===== config.mk =====
export PLATFORM = sky130hd
export DESIGN_NAME = pmc_top
export DESIGN_NICKNAME = d
export VERILOG_FILES = /design/src/verilog/pmc_pkg.sv /design/src/verilog/pmc_top.sv
export SDC_FILE = /design/constraint.sdc
export NUM_CORES = 1
export LEC_CHECK = 0
export ABC_CLOCK_PERIOD_IN_PS = 10900
export BUFFER_PORTS_ARGS = -buffer_cell sky130_fd_sc_hd__buf_2
export CAP_MARGIN = 20
export CELL_PAD_IN_SITES_DETAIL_PLACEMENT = 1
export CELL_PAD_IN_SITES_GLOBAL_PLACEMENT = 2
export CORE_MARGIN = 4
export CORE_UTILIZATION = 34
export DETAILED_ROUTE_END_ITERATION = 10
export PLACE_DENSITY = 0.82
export RECOVER_POWER = 25
export SLEW_MARGIN = 40
export SYNTH_ARGS = -nofsm -noshare
export SYNTH_HDL_FRONTEND = slang
export SYNTH_SLANG_ARGS = --single-unit

===== constraint.sdc =====
create_clock -name clk_sys -period 10.9 [get_ports clk_sys]
set_input_delay 2.18 -clock clk_sys [delete_from_list [all_inputs] [get_ports clk_sys]]
set_output_delay 2.18 -clock clk_sys [all_outputs]
set_load 0.005 [all_outputs]

===== src/verilog/pmc_pkg.sv =====
// Purpose: shared constants and carriers for privilege mode control
// Assumes: 8-bit core, 16-bit internal i/o address space
// Notes:   enable registers are write-only, reads are not answered here
//
// Operation
// - push current mode on each mode change
// - enter-user shifts left, inserts restricted code
// - restore rotates stack right two bits
// - privileged only via interrupt, call, restart
// - save 9 clocks predecrement, load 7 clocks
// - read-mode copies stack bit0 to carry
// - detect op in restricted sets violation
// - otherwise detect op is register self-load
// - alternate prefix forces alternate load always
// - system call: sp minus two, jump, 10 clocks
// - dual-mode enable register gates whole mechanism
// - peripheral enables reset clear, gate writes
// - uncovered i/o writes discarded in restricted
// - disabled bank: ignore control write, strobe
// - control ranges always denied in restricted
// - restricted protected write raises violation
// - privileged unprotected when control is zero
// - level 3 unavailable from restricted sources
// - privileged mode reaches everything
// - user level 3 request lowered to 2
// - violation interrupts only at level 3
// - acknowledge clears pending violation
package pmc_pkg;

  // ==========================================================
  // register map
  localparam int          NUM_UA        = 22;
  localparam int          NUM_REG       = 23;
  localparam logic [15:0] REG_OFF [NUM_REG] = '{
    16'h0300, 16'h0320, 16'h0330, 16'h0338, 16'h0340, 16'h0348,
    16'h0350, 16'h0358, 16'h0360, 16'h0370, 16'h0380, 16'h0388,
    16'h0390, 16'h0398, 16'h03a0, 16'h03b0, 16'h03c0, 16'h03c8,
    16'h03d0, 16'h03d8, 16'h03e0, 16'h03f0, 16'h0420};
  localparam int          IDX_IO_BANK   = 10;  // io_bank_user_access
  localparam int          IDX_DUAL      = 22;  // dual_mode_enable
  localparam logic [4:0]  PERIPH_NONE   = 5'h1f;
  localparam logic [7:0]  REG_RESET     = 8'h00;
  localparam int          DUAL_FLAG_BIT = 0;

  // ==========================================================
  // ranges always denied in restricted
  localparam logic [15:0] CTRL_LOW_END  = 16'h001c;
  localparam logic [7:0]  UA_PAGE       = 8'h03;
  localparam logic [7:0]  MPROT_PAGE    = 8'h04;

  // ==========================================================
  // mode stack codes
  localparam logic [1:0]  MODE_PRIV     = 2'h0;
  localparam logic [1:0]  MODE_RESTR    = 2'h1;
  localparam logic [7:0]  STACK_RESET   = 8'h00;
  localparam logic [7:0]  WP_OFF        = 8'h00;

  // ==========================================================
  // timing in processor clocks
  localparam logic [3:0]  SAVE_CLKS     = 4'h9;
  localparam logic [3:0]  LOAD_CLKS     = 4'h7;
  localparam logic [3:0]  CALL_CLKS     = 4'ha;
  localparam logic [15:0] SP_DEC_SAVE   = 16'h0001;
  localparam logic [15:0] SP_DEC_CALL   = 16'h0002;
  localparam logic [15:0] SP_INC_LOAD   = 16'h0001;

  // ==========================================================
  // interrupt levels
  localparam int          NUM_IRQ       = 8;
  localparam logic [1:0]  LVL_TOP       = 2'h3;
  localparam logic [1:0]  LVL_USER_MAX  = 2'h2;

  typedef enum logic [1:0] {
    PMC_IDLE = 2'b00,
    PMC_SAVE = 2'b01,
    PMC_LOAD = 2'b10,
    PMC_CALL = 2'b11
  } pmc_seq_t;

  // i/o bus write or read request
  typedef struct packed {
    logic        wr;
    logic        rd;
    logic [15:0] addr;
    logic [7:0]  data;
  } pmc_io_t;

  // decoded opcode strobes from the core
  typedef struct packed {
    logic set_user;
    logic restore;
    logic save;
    logic load;
    logic read_mode;
    logic detect;
    logic alternate_destination_prefix;
    logic system_call_op;
    logic restart;
  } pmc_op_t;

endpackage


===== src/verilog/pmc_top.sv =====
// Purpose: two-tier privilege mode stack, violations and i/o write gate
// Assumes: all inputs come from logic on clk_sys, so none is synchronised
// Notes:   one op strobe per cycle; ops arriving while busy are dropped
`timescale 1ns/1ps
module pmc_top (
  input  wire logic             clk_sys,          // processor clock
  input  wire logic             rst,              // async reset, high
  input  wire pmc_pkg::pmc_op_t op,               // opcode strobes
  input  wire logic             irq_taken,        // interrupt entry pulse
  input  wire logic [15:0]      sp_in,            // current stack pointer
  input  wire logic [7:0]       mem_rdata,        // load data at sp
  input  wire pmc_pkg::pmc_io_t io_in,            // core i/o request
  input  wire logic [4:0]       io_periph_id,     // owning enable index
  input  wire logic             io_bank_hit,      // bank control access
  input  wire logic [2:0]       io_bank_sel,      // bank number
  input  wire logic [7:0]       bank_strobe_in,   // raw bank strobes
  input  wire logic             mem_wr,           // memory write cycle
  input  wire logic             wp_hit,           // protected segment
  input  wire logic [7:0]       wp_control,       // write protect ctrl
  input  wire logic             ack_sys_viol,     // ack mode violation
  input  wire logic             ack_wp_viol,      // ack protect viol
  input  wire logic [15:0]      irq_user,         // user-assigned mask
  input  wire logic [15:0]      irq_lvl_in,       // 2 bits per source
  output logic [7:0]            mode_history_stack, // stack register
  output logic                  restricted,       // effective mode
  output logic                  busy,             // sequence running
  output logic                  op_done,          // sequence end pulse
  output logic                  mem_we,           // mode byte store
  output logic [15:0]           mem_addr,         // store/load address
  output logic [7:0]            mem_wdata,        // stored mode byte
  output logic                  sp_we,            // stack pointer load
  output logic [15:0]           sp_out,           // new stack pointer
  output logic                  vector_jump,      // call vector jump
  output logic                  carry_we,         // carry update
  output logic                  carry_out,        // carry value
  output logic                  e_self_load,      // register self-load
  output logic                  e_alt_load,       // alternate load
  output logic                  sys_viol_irq,     // mode violation req
  output logic                  wp_viol_irq,      // protect viol req
  output logic [1:0]            viol_level,       // violation level
  output logic [15:0]           irq_lvl_out,      // clamped levels
  output pmc_pkg::pmc_io_t      io_out,           // gated i/o request
  output logic                  io_dropped,       // write discarded
  output logic [7:0]            bank_strobe_out,  // gated strobes
  output logic                  dual_mode_flag    // mechanism enabled
);

  // ==========================================================
  // state declarations
  logic [7:0]        ua_reg [pmc_pkg::NUM_REG];
  logic [7:0]        next_ua_reg [pmc_pkg::NUM_REG];
  logic [7:0]        next_stack;
  pmc_pkg::pmc_seq_t seq;
  pmc_pkg::pmc_seq_t next_seq;
  logic [3:0]        cnt;
  logic [3:0]        next_cnt;
  logic [15:0]       sp_hold;
  logic [15:0]       next_sp_hold;
  logic              next_busy;
  logic              next_op_done;
  logic              next_mem_we;
  logic [15:0]       next_mem_addr;
  logic [7:0]        next_mem_wdata;
  logic              next_sp_we;
  logic [15:0]       next_sp_out;
  logic              next_vector_jump;
  logic              next_carry_we;
  logic              next_carry_out;
  logic              next_e_self_load;
  logic              next_e_alt_load;
  logic              next_sys_viol;
  logic              next_wp_viol;
  logic [15:0]       next_irq_lvl;
  pmc_pkg::pmc_io_t  next_io_out;
  logic              next_io_dropped;
  logic [7:0]        next_strobe;
  logic              now_restricted;
  logic              idle;
  logic              last_clk;
  logic [3:0]        seq_len;
  logic              denied_range;
  logic              periph_ok;
  logic              write_ok;
  logic              next_restricted;

  // mechanism off means no restricted behaviour anywhere
  assign dual_mode_flag = ua_reg[pmc_pkg::IDX_DUAL][pmc_pkg::DUAL_FLAG_BIT];
  // bit 0 of the stack is the current mode
  assign now_restricted = dual_mode_flag && mode_history_stack[0];
  assign idle           = (seq == pmc_pkg::PMC_IDLE);

  // ==========================================================
  // sequence length for multi-clock stack ops
  always_comb begin
    case (seq)
      pmc_pkg::PMC_SAVE: seq_len = pmc_pkg::SAVE_CLKS;
      pmc_pkg::PMC_LOAD: seq_len = pmc_pkg::LOAD_CLKS;
      pmc_pkg::PMC_CALL: seq_len = pmc_pkg::CALL_CLKS;
      default:           seq_len = 4'h1;
    endcase
  end
  assign last_clk = !idle && (cnt == seq_len - 4'h1);

  // ==========================================================
  // mode stack and op sequencer
  always_comb begin
    next_stack       = mode_history_stack;
    next_seq         = seq;
    next_cnt         = cnt;
    next_sp_hold     = sp_hold;
    next_op_done     = 1'b0;
    next_mem_we      = 1'b0;
    next_mem_addr    = mem_addr;
    next_mem_wdata   = mem_wdata;
    next_sp_we       = 1'b0;
    next_sp_out      = sp_out;
    next_vector_jump = 1'b0;
    next_carry_we    = 1'b0;
    next_carry_out   = carry_out;
    next_e_self_load = 1'b0;
    next_e_alt_load  = 1'b0;
    if (idle) begin
      if (op.set_user) begin
        // push with restricted code on top, in bits 1:0
        next_stack = {mode_history_stack[5:0], pmc_pkg::MODE_RESTR};
      end else if (op.restore) begin
        // rotate right back to the previous mode
        next_stack = {mode_history_stack[1:0], mode_history_stack[7:2]};
      end else if (op.system_call_op || op.restart) begin
        // call and restart enter privileged mode at once
        next_stack = {mode_history_stack[5:0], pmc_pkg::MODE_PRIV};
      end
      if (op.read_mode) begin
        // only the carry flag is touched
        next_carry_we  = 1'b1;
        next_carry_out = mode_history_stack[0];
      end
      if (op.detect) begin
        if (op.alternate_destination_prefix) begin
          next_e_alt_load = 1'b1;
        end else if (!now_restricted) begin
          next_e_self_load = 1'b1;
        end
      end
      next_sp_hold = sp_in;
      next_cnt     = 4'h1;
      if (op.save) begin
        next_seq = pmc_pkg::PMC_SAVE;
      end else if (op.load) begin
        next_seq = pmc_pkg::PMC_LOAD;
      end else if (op.system_call_op) begin
        next_seq = pmc_pkg::PMC_CALL;
      end
    end else if (last_clk) begin
      next_seq     = pmc_pkg::PMC_IDLE;
      next_cnt     = 4'h0;
      next_op_done = 1'b1;
      next_sp_we   = 1'b1;
      case (seq)
        pmc_pkg::PMC_SAVE: begin
          // predecrement then store the mode byte
          next_sp_out    = sp_hold - pmc_pkg::SP_DEC_SAVE;
          next_mem_addr  = sp_hold - pmc_pkg::SP_DEC_SAVE;
          next_mem_wdata = mode_history_stack;
          next_mem_we    = 1'b1;
        end
        pmc_pkg::PMC_LOAD: begin
          next_stack    = mem_rdata;
          next_mem_addr = sp_hold;
          next_sp_out   = sp_hold + pmc_pkg::SP_INC_LOAD;
        end
        pmc_pkg::PMC_CALL: begin
          // room for the return address, then vector
          next_sp_out      = sp_hold - pmc_pkg::SP_DEC_CALL;
          next_vector_jump = 1'b1;
        end
        default: begin
          next_sp_we = 1'b0;
        end
      endcase
    end else begin
      next_cnt = cnt + 4'h1;
    end
    // interrupt entry pushes privileged code on top of the result of any same-cycle stack op
    if (irq_taken) begin
      next_stack = {next_stack[5:0], pmc_pkg::MODE_PRIV};
    end
  end
  assign next_busy = (next_seq != pmc_pkg::PMC_IDLE);

  // stack and sequencer registers
  always_ff @(posedge clk_sys or posedge rst) begin
    if (rst) begin
      mode_history_stack <= pmc_pkg::STACK_RESET;
      seq                <= pmc_pkg::PMC_IDLE;
      cnt                <= 4'h0;
      sp_hold            <= 16'h0000;
      busy               <= 1'b0;
      op_done            <= 1'b0;
      mem_we             <= 1'b0;
      mem_addr           <= 16'h0000;
      mem_wdata          <= 8'h00;
      sp_we              <= 1'b0;
      sp_out             <= 16'h0000;
      vector_jump        <= 1'b0;
      carry_we           <= 1'b0;
      carry_out          <= 1'b0;
      e_self_load        <= 1'b0;
      e_alt_load         <= 1'b0;
    end else begin
      mode_history_stack <= next_stack;
      seq                <= next_seq;
      cnt                <= next_cnt;
      sp_hold            <= next_sp_hold;
      busy               <= next_busy;
      op_done            <= next_op_done;
      mem_we             <= next_mem_we;
      mem_addr           <= next_mem_addr;
      mem_wdata          <= next_mem_wdata;
      sp_we              <= next_sp_we;
      sp_out             <= next_sp_out;
      vector_jump        <= next_vector_jump;
      carry_we           <= next_carry_we;
      carry_out          <= next_carry_out;
      e_self_load        <= next_e_self_load;
      e_alt_load         <= next_e_alt_load;
    end
  end

  // ==========================================================
  // violation flags; set beats acknowledge in the same cycle
  always_comb begin
    next_sys_viol = sys_viol_irq;
    next_wp_viol  = wp_viol_irq;
    if (ack_sys_viol) begin
      next_sys_viol = 1'b0;
    end
    if (ack_wp_viol) begin
      next_wp_viol = 1'b0;
    end
    // detect op while restricted, no prefix
    if (idle && op.detect && !op.alternate_destination_prefix &&
        now_restricted) begin
      next_sys_viol = 1'b1;
    end
    // privileged writes checked only when control nonzero
    if (mem_wr && wp_hit &&
        (now_restricted || (wp_control != pmc_pkg::WP_OFF))) begin
      next_wp_viol = 1'b1;
    end
  end

  // ==========================================================
  // level clamp for user-assigned interrupt sources
  genvar gi;
  generate
    for (gi = 0; gi < pmc_pkg::NUM_IRQ; gi = gi + 1) begin : g_lvl
      // user sources never request the top level
      assign next_irq_lvl[2*gi+1:2*gi] =
        (irq_user[gi] && (irq_lvl_in[2*gi+1:2*gi] == pmc_pkg::LVL_TOP)) ?
        pmc_pkg::LVL_USER_MAX : irq_lvl_in[2*gi+1:2*gi];
    end
  endgenerate

  // violation and level registers
  always_ff @(posedge clk_sys or posedge rst) begin
    if (rst) begin
      sys_viol_irq <= 1'b0;
      wp_viol_irq  <= 1'b0;
      viol_level   <= 2'h0;
      irq_lvl_out  <= 16'h0000;
    end else begin
      sys_viol_irq <= next_sys_viol;
      wp_viol_irq  <= next_wp_viol;
      // violations always ride the top level
      viol_level   <= pmc_pkg::LVL_TOP;
      irq_lvl_out  <= next_irq_lvl;
    end
  end

  // ==========================================================
  // i/o write gate
  always_comb begin
    denied_range = (io_in.addr <= pmc_pkg::CTRL_LOW_END) ||
                   (io_in.addr[15:8] == pmc_pkg::UA_PAGE) ||
                   (io_in.addr[15:8] == pmc_pkg::MPROT_PAGE);
    periph_ok = 1'b0;
    // no owning enable means never writable when restricted
    if (io_periph_id < 5'(pmc_pkg::NUM_UA)) begin
      if (io_bank_hit) begin
        // per-bank bit guards bank control writes
        periph_ok = ua_reg[pmc_pkg::IDX_IO_BANK][io_bank_sel];
      end else begin
        // any set bit opens the peripheral
        periph_ok = (ua_reg[io_periph_id] != pmc_pkg::REG_RESET);
      end
    end
    write_ok = !now_restricted || (!denied_range && periph_ok);
    next_io_out    = io_in;
    // only writes are gated, reads pass untouched
    next_io_out.wr = io_in.wr && write_ok;
    next_io_dropped = io_in.wr && !write_ok;
    // disabled banks lose their strobe when restricted
    next_strobe = now_restricted ?
                  (bank_strobe_in & ua_reg[pmc_pkg::IDX_IO_BANK]) :
                  bank_strobe_in;
  end

  // ==========================================================
  // enable register decode, one entry per register
  generate
    for (gi = 0; gi < pmc_pkg::NUM_REG; gi = gi + 1) begin : g_reg
      // accepted writes land in the matching register
      assign next_ua_reg[gi] =
        (next_io_out.wr && (io_in.addr == pmc_pkg::REG_OFF[gi])) ?
        io_in.data : ua_reg[gi];
    end
  endgenerate

  // mode output follows a dual-mode write landing at the same edge
  assign next_restricted =
    next_ua_reg[pmc_pkg::IDX_DUAL][pmc_pkg::DUAL_FLAG_BIT] && next_stack[0];

  // gate and enable registers
  always_ff @(posedge clk_sys or posedge rst) begin
    if (rst) begin
      for (int i = 0; i < pmc_pkg::NUM_REG; i++) begin
        ua_reg[i] <= pmc_pkg::REG_RESET;
      end
      io_out          <= '0;
      io_dropped      <= 1'b0;
      bank_strobe_out <= 8'h00;
      restricted      <= 1'b0;
    end else begin
      for (int i = 0; i < pmc_pkg::NUM_REG; i++) begin
        ua_reg[i] <= next_ua_reg[i];
      end
      io_out          <= next_io_out;
      io_dropped      <= next_io_dropped;
      bank_strobe_out <= next_strobe;
      restricted      <= next_restricted;
    end
  end

endmodule

* After elaboration in Yosys (flattened, before gate mapping)
Cells that the tools add are included. Widths: inputs -> output; s select.
Cells by class: eq/ne operators 38, $add $sub $neg 5, bitwise operators 3, order comparisons 4, muxes and demuxes 58, reduce and logical (&&, ||, !) cells 68
Operators with widths (number):
- $eq 16x10->1 const B | 22
- $mux 8 | 10
- $pmux 16 s3 | 1
- $logic_and 1x1->1 | 42
- $bmux 8 s5 | 1
- $pmux 16 s2 | 1
- $mux 1 | 28
- $mux 2 | 13
- $eq 2x2->1 const B | 10
- $add 16x1->16 const B | 1
- $eq 16x11->1 const B | 1
- $le 16x5->1 const B | 1
- $reduce_bool 8->1 | 2
- $sub 16x1->16 const B | 1
- $sub 16x2->16 const B | 1
- $pmux 4 s3 | 1
- $reduce_and 3->1 | 4
- $reduce_bool 3->1 | 3
- $and 8x8->8 | 1
- $eq 8x2->1 const B | 1
- $eq 8x3->1 const B | 1
- $mux 4 | 2
- $reduce_bool 2->1 | 4
- $ge 6x6->1 const B | 1
- 15 further kinds | 23
Storage, ports and cells: flip-flop bits (word level) 318, input port bits 123

* Depth between registers and ports, before layout
Gate-level depths: netlist of the first run.
depth in word-level cells 13, depth in mapped cells 10

* Least setup slack after synthesis of the first run
Ideal clock, no wire load.
path type input to register, from in io_bank_sel[0], to reg restricted, arrival 3.964 ns, stages on the path 7, slack 6.817 ns, path through mux4_1 > mux2_2 > o21ai_1 > o21ai_2 > nand3_2 > mux2_2 > and2_1
RTL lines:
- from (decl) | RTL line pmc_top.sv:15 | input wire logic [2:0] io_bank_sel,
- to (signal assigned) | RTL line pmc_top.sv:341 | restricted <= next_restricted;
- to (decl) | RTL line pmc_top.sv:25 | output logic restricted,

==> flow_summary.yaml, run 1 <==
status:
  status: "finished with violations"
  violations: "max-capacitance violations, max-slew violations"
timing:
  clock_skew_ns: 0.0150
  final_hold_viol_count: 0
  rsz0062_at_grt: "false"
  setup_viol_count_final: 0
  tns_ns: 0
  final.min_clock_period_ns: 5.96
  fmax_mhz: 168
  maxSlewViolCount: 283
  min_period_over_period_pct: 54.7
  tightest_slew_ns: 3.91
  setup_slack_ns: 4.94
  slew_headroom_pct: -161
setup_path:
  cp.required_ns: 10.65
  cp_slowest_stage_delay_ns: 2.78
  critical_path_arrival_ns: 5.71
  critPathCapture: "mem_we"
  crit_path_top_delay_cell: "clkbuf_1"
  r2r_start: "seq[0]"
  reg2reg_depth: 11
  end_kind: "asynchronous set/reset pin"
  worstPathCellList: "buf_2, clkinvlp_2, buf_12, clkbuf_1"
  crit_cells: 4
  worstSetupStartpointType: "primary input"
  critPathTopFamily: "buffers and inverters"
  regToRegEndpoint: "mem_addr[11]"
  r2r_setup_slack_ns: 5.83
  path_class: "in -> async"
  cp_max_fo: 103
  cp_num_buf_inv: 4
  startpoint: "rst"
global_routing:
  grt_pass1_vias: 11400
  grt_usage_pct: 17.8
  grt_pass1_wl_um: 64200
  antenna_found_initial: 3
  grt_overflow_total: 0
  grt_max_degree: 104
run:
  max-cap-violations: 9
finish:
  n_fill_cell: 4478
  layout-drive-gt1-share_pct: 33.5
  multi_input_area_um2: 5890
  num_antenna_cells: 0
  finalInstanceArea_um2: 17100
  utilization_pct: 41.6
  layoutNonFillerInstCount: 1987
  area_delta_synth_final_pct: 19.8
  largest_reg_flops: 183
  layout.nets: 1561
  seq_area_um2: 7960
clock_network:
  insertion_delay_ns: 0.56
  cts_tree: "yes"
  clockBufferDepth: 3
  cts_sinks: 318
  hold_buffers: 0
  cts_setup_buffers: 0
  htreeDepth: 2
  clk_pin_slew_worst_paths_ns: 0.06
  numCtsBuffers: 37
  root_buffer: "clkbuf_16"
  cts.repair.resized: 0
logic_synthesis:
  async_reset_ff_share_pct: 100
  ys_seq_area_share_pct: 55.7
  ys_types: 76
  synthTopCellsByCount: "dfrtp_1 (318), mux2_2 (175), nand2_1 (93)"
  ys_ff_latch: 318
  ys.warnings.count: 0
  yosysTopAreaCell: "dfrtp_1"
  yosys-top-cells-area: "dfrtp_1 (56%), mux2_2 (14%), nand2_1 (2.4%)"
  ys.flop_type: "dfrtp_1"
  synthCells: 1233
  synth_nets: 1366
  netlist_area_um2: 14300
  synth.top_cell.area_share_pct: 55.7
  yosysMostFrequentCell: "dfrtp_1"
  synth-edff-count: 0
  avgSynthCellArea_um2: 11.6
placed_design:
  numPortBuffers: 228
  place_area_um2: 15900
  place_ws_ns: 5.95
  globalplace.congestion: 0.815
  hpwl_um: 26200
  dp_cells: 1919
die:
  die_area_um2: 45400
  die_y_um: 213
  start_util_pct: 34.7
  num_rows: 74
  core_um2: 41200
  boundaryPins: 237
  die_x_um: 213
hold_path:
  hold_path.class: "reg -> reg"
routing:
  drt-vias-per-instance: 5.26
  first_pass_iters: 4
  routed_wl_um: 40100
  route.detailed.drc: 0
  num_vias: 10400
  wl_per_cell_um: 20.2
  drt_iter0_markers: 561
  ant_nets: 0
power_and_ir_drop:
  power_density_nw_per_um2: 210
  ir_drop_v: 0.000127
  p_leak_nw: 8.20
-- worst min-delay path by stage --
stage / startpoint / endpoint / slack (ns) / cells past startpoint
finish: mem_addr[14] / mem_addr[14] / 0.48 / 2
global route: ua_reg[30] / ua_reg[30] / 0.50 / 1
CTS: ua_reg[150] / ua_reg[150] / 0.49 / 2
detailed placement: ua_reg[150] / ua_reg[150] / 0.47 / 2
global placement: ua_reg[55] / ua_reg[55] / 0.46 / 2
floorplan: ua_reg[144] / ua_reg[144] / 0.44 / 2
-- worst min-delay path, delay by kind of cell, from the launching register on --
family,cells,cell delay [ns]
simple gates,1,0.05
flops,1,0.33
compound gates,1,0.06
-- cell families (layout without fill, tap and decap cells) --
| logic type | count (synthesis) | after routing | share of synthesized area, % |
|---|---|---|---|
| muxes | 184 | 184 | 14.8 |
| AOI/OAI and AO/OA | 191 | 191 | 8.26 |
| adders and majority gates | 10 | 10 | 0.876 |
| DFF | 318 | 318 | 55.7 |
| xor gates and xnor gates | 37 | 37 | 2.27 |
| other | 1 | 1 | 0.0262 |
| and+or+nand+nor | 375 | 375 | 14.7 |
| buffers and inverters | 117 | 339 | 3.35 |
-- power by group --
group,internal [mW],total (mW),switching (mW)
clock,0.777,1.28,0.505
sequential,1.32,1.49,0.171
combinational,0.358,0.823,0.465
total,2.46,3.60,1.14
-- metrics by stage --
| stage | hold WS [ns] | power [mW] |
|---|---|---|
| after CTS | 0.487 | 3.66 |
| after floorplan | 0.442 | 2.02 |
| after global routing | 0.499 | 3.83 |
| after global placement | 0.460 | 2.32 |
| after detailed placement | 0.471 | 2.35 |
| final | 0.480 | 3.60 |
-- metal layers --
layer  part of all wire [%]  wire length [µm]  global-route usage, %  vias up
met3                    5.7              2280                   3.89       69
met2                     48             19300                   29.8      236
li1                       -                 -                      -     4796
met1                     43             17400                   22.7     5339
met5                   0.10                40                      0        -
met4                    2.9              1170                   6.40        6
-- layout make-up --
| type | count | share of cell area (%) |
|---|---|---|
| clock buffers | 55 | 6.45 |
| clock inverters | 11 | 0.928 |
| inverters | 34 | 0.753 |
| multi-input cells | 798 | 34.4 |
| flip-flops and latches | 318 | 46.5 |
| well taps | 532 | 3.89 |
| repair buffers | 239 | 7.12 |
-- layout by cell type (no fill, tap or decap), types with 12 or more instances in the layout --
cell type and n:
nand3_1 21, mux2_2 175, inv_1 33, nand2_1 92, a21oi_1 50, nand4_1 31, and3_1 12, xor2_1 13
nor2_1 71, dfrtp_1 318, clkbuf_16 38, buf_2 202, nor3_1 29, o21ai_0 52, o21ai_1 13, xnor2_1 24
nor4_1 37, clkbuf_1 38, nand2b_1 15
(Power assumes the default switching activity.)
==> run 2: changes to the inputs <==
--- a/config.mk
+++ b/config.mk
@@ -5,15 +5,16 @@
 export SDC_FILE = /design/constraint.sdc
 export NUM_CORES = 1
 export LEC_CHECK = 0
-export ABC_CLOCK_PERIOD_IN_PS = 10900
+export ABC_AREA = 1
+export ABC_CLOCK_PERIOD_IN_PS = 5500
 export BUFFER_PORTS_ARGS = -buffer_cell sky130_fd_sc_hd__buf_2
 export CAP_MARGIN = 20
 export CELL_PAD_IN_SITES_DETAIL_PLACEMENT = 1
 export CELL_PAD_IN_SITES_GLOBAL_PLACEMENT = 2
 export CORE_MARGIN = 4
-export CORE_UTILIZATION = 34
+export CORE_UTILIZATION = 33
 export DETAILED_ROUTE_END_ITERATION = 10
-export PLACE_DENSITY = 0.82
+export PLACE_DENSITY = 0.84
 export RECOVER_POWER = 25
 export SLEW_MARGIN = 40
 export SYNTH_ARGS = -nofsm -noshare
==> constraint.sdc (replaced) <==
create_clock -name clk_sys -period 5.5 [get_ports clk_sys]
set_input_delay 1.1 -clock clk_sys [delete_from_list [all_inputs] [get_ports clk_sys]]
set_output_delay 1.1 -clock clk_sys [all_outputs]
set_load 0.005 [all_outputs]
==> run 2 against run 1 <==
The run still ends with max-capacitance violations, max-slew violations left. Core utilization fell by 1.6 points. Flip-flop and latch count did not move. Synthesized area rose by 3.3%. First-iteration DRC count rose by 40%. Setup slack got worse by 3.3 ns. Cell area rose by 3.2%. Worst hold slack got worse by 0.019 ns. Via count rose by 27%. Sequential share of layout area fell by 1.5 points. Clock skew rose by 0.0049 ns. Synthesized cell count rose by 49%. Combinational power rose by 130%. Largest power group unchanged.
==> flow_summary.yaml, run 2 <==
power_and_ir_drop:
  p_leak_nw: 9.23
  power_density_nw_per_um2: 406
  ir_drop_v: 0.000209
finish:
  area_delta_synth_final_pct: 19.8
  n_fill_cell: 5383
  mostFrequentLayoutCell: "nand2_1"
  mostFrequentLayoutCells: "nand2_1 (612), dfrtp_1 (318), nand3_1 (230), buf_2 (206), nor2_1 (176)"
  layout.nets: 2179
  utilization_pct: 40.0
  largest_reg_flops: 183
  layout-drive-gt1-share_pct: 14.7
timing:
  final.min_clock_period_ns: 3.85
  min_period_over_period_pct: 70.0
  tns_ns: 0
  fmax_mhz: 260
  slew_headroom_pct: -98.6
  maxSlewViolCount: 301
  rsz0062_at_grt: "false"
  final_hold_viol_count: 0
  tightest_slew_ns: 2.98
  setup_viol_count_final: 0
  clock_skew_ns: 0.0199
  whs_ns: 0.461
logic_synthesis:
  synth.area.mux_share_pct: 0
  yosysTopAreaCell: "dfrtp_1"
  avgSynthCellArea_um2: 8.05
  ys.warnings.count: 0
  synth_xor_area_share_pct: 1.13
  netlist_area_um2: 14800
  synth-edff-count: 0
  ys_types: 46
  synth_nets: 1965
  synth_compound_area_share_pct: 7.64
  ys_ff_latch: 318
  ys.flop_type: "dfrtp_1"
  ys_seq_area_share_pct: 53.9
  yosysMostFrequentCell: "nand2_1"
  async_reset_ff_share_pct: 100
  yosys-top-cells-area: "dfrtp_1 (54%), nand2_1 (16%), nand3_1 (7.8%)"
  synthTopCellsByCount: "nand2_1 (612), dfrtp_1 (318), nand3_1 (230)"
  synth_top_family_by_area: "simple AND/OR/NAND/NOR gates"
  synth_simple_gate_area_share_pct: 30.7
  synthCells: 1832
  synth_fa_ha_area_share_pct: 0.848
  synth.top_cell.area_share_pct: 53.9
die:
  start_util_pct: 33.4
  die_area_um2: 48200
  core_um2: 44200
  die_y_um: 219
  boundaryPins: 237
  num_rows: 77
  die_x_um: 219
status:
  status: "finished with violations"
  violations: "max-capacitance violations, max-slew violations"
setup_path:
  cp_slowest_stage_delay_ns: 2.15
  r2r_setup_slack_ns: 1.84
  cp_max_fo: 54
  end_kind: "asynchronous set/reset pin"
  crit_cells: 3
  cp.required_ns: 5.50
  cp_num_buf_inv: 3
  crit_path_top_delay_cell: "clkbuf_1"
  worstPathCellList: "buf_2, clkinvlp_2, clkbuf_1"
  reg2reg_depth: 8
  critical_path_arrival_ns: 3.85
  worstSetupStartpointType: "primary input"
  path_class: "in -> async"
  critPathTopFamily: "buffers and inverters"
routing:
  drt-vias-per-instance: 4.98
  first_pass_iters: 4
  num_vias: 13300
  route.detailed.drc: 0
  drt_iter0_markers: 783
  ant_nets: 0
  routed_wl_um: 49400
  wl_per_cell_um: 18.5
placed_design:
  globalplace.congestion: 0.855
  numPortBuffers: 228
  hpwl_um: 33600
global_routing:
  grt_usage_pct: 20.4
  met2_usage_pct: 35.2
  grt.busiest_layer: "met2"
  grt_pass1_wl_um: 77500
  grt_pass1_vias: 13900
  antenna_found_initial: 3
  grt_max_degree: 131
  grtUsageMet1_pct: 26.4
  grt_overflow_total: 0
  met3_usage_pct: 3.46
clock_network:
  htreeDepth: 2
  cts_setup_buffers: 0
  cts_sinks: 318
  numCtsBuffers: 38
  hold_buffers: 0
  insertion_delay_ns: 0.56
  cts.repair.resized: 0
  cts_tree: "yes"
  clockBufferDepth: 3
  root_buffer: "clkbuf_16"
  clk_pin_slew_worst_paths_ns: 0.05
hold_path:
  hold_path.class: "reg -> reg"
  worstHoldPathCells: 2
run:
  max-cap-violations: 10
==> run 2: per-stage QoR <==
step / instances / total power [mW] / setup slack, ns / instance area [µm²]
CTS: 2663 / 7.27 / 1.91 / 17700
global route: 2666 / 7.63 / 0.976 / 17700
finish: 2666 / 7.18 / 1.65 / 17700
detailed placement: 2597 / 4.84 / 1.34 / 16500
global placement: 2597 / 4.79 / 1.39 / 16500
floorplan: 1832 / 4.02 / 0.161 / 14800
==> run 2: cell families after synthesis <==
group	count (synthesis)
simple gates	1077
flops	318
buf+inv	212
compound gates	195
xor+xnor	19
fa+ha+maj	10
other cells	1
==> run 2: worst reg2reg max path, delay by kind of cell (launching register included) <==
family / cells / cell delay [ns]
flops: 1 / 0.43
compound gates: 3 / 0.64
buf+inv: 3 / 1.93
simple gates: 1 / 0.32
fa+ha+maj: 1 / 0.19
==> run 2: layout make-up <==
class                      count  area [µm²]  area share, %
inverter                     130         489           2.77
tap                          592         741           4.19
multi-input combinational   1302        5960           33.7
antenna                        2        5.00         0.0283
clock inverter                 7        38.8          0.219
sequential                   318        7960           45.0
timing repair buffer         256        1360           7.71
clock buffer                  59        1120           6.36
==> run 2: power breakdown <==
part	switching [mW]	total [mW]	leakage (nW)	internal, mW
Combinational	1.28	1.89	4.43	0.610
Sequential	0.260	2.89	4.22	2.63
Clock	0.997	2.40	0.572	1.40
Total	2.54	7.18	9.23	4.64
==> run 2: worst paths after layout <==
check | startpoint | to
min in group asynchronous | rst | ua_reg[76]
max in group clk_sys | io_periph_id[0] | ua_reg[84]
max | rst | ua_reg[29]
max reg2reg | seq[0] | mode_history_stack[3]
min | ua_reg[153] | ua_reg[153]
min reg2reg | ua_reg[153] | ua_reg[153]
==> run 2: layer usage <==
layer	share of wire (%)	up-vias	routed length, µm
met1	44	6605	21800
li1	-	6347	-
met2	49	245	24300
met4	2.5	2	1230
met3	4.4	71	2160
met5	0.016	-	8
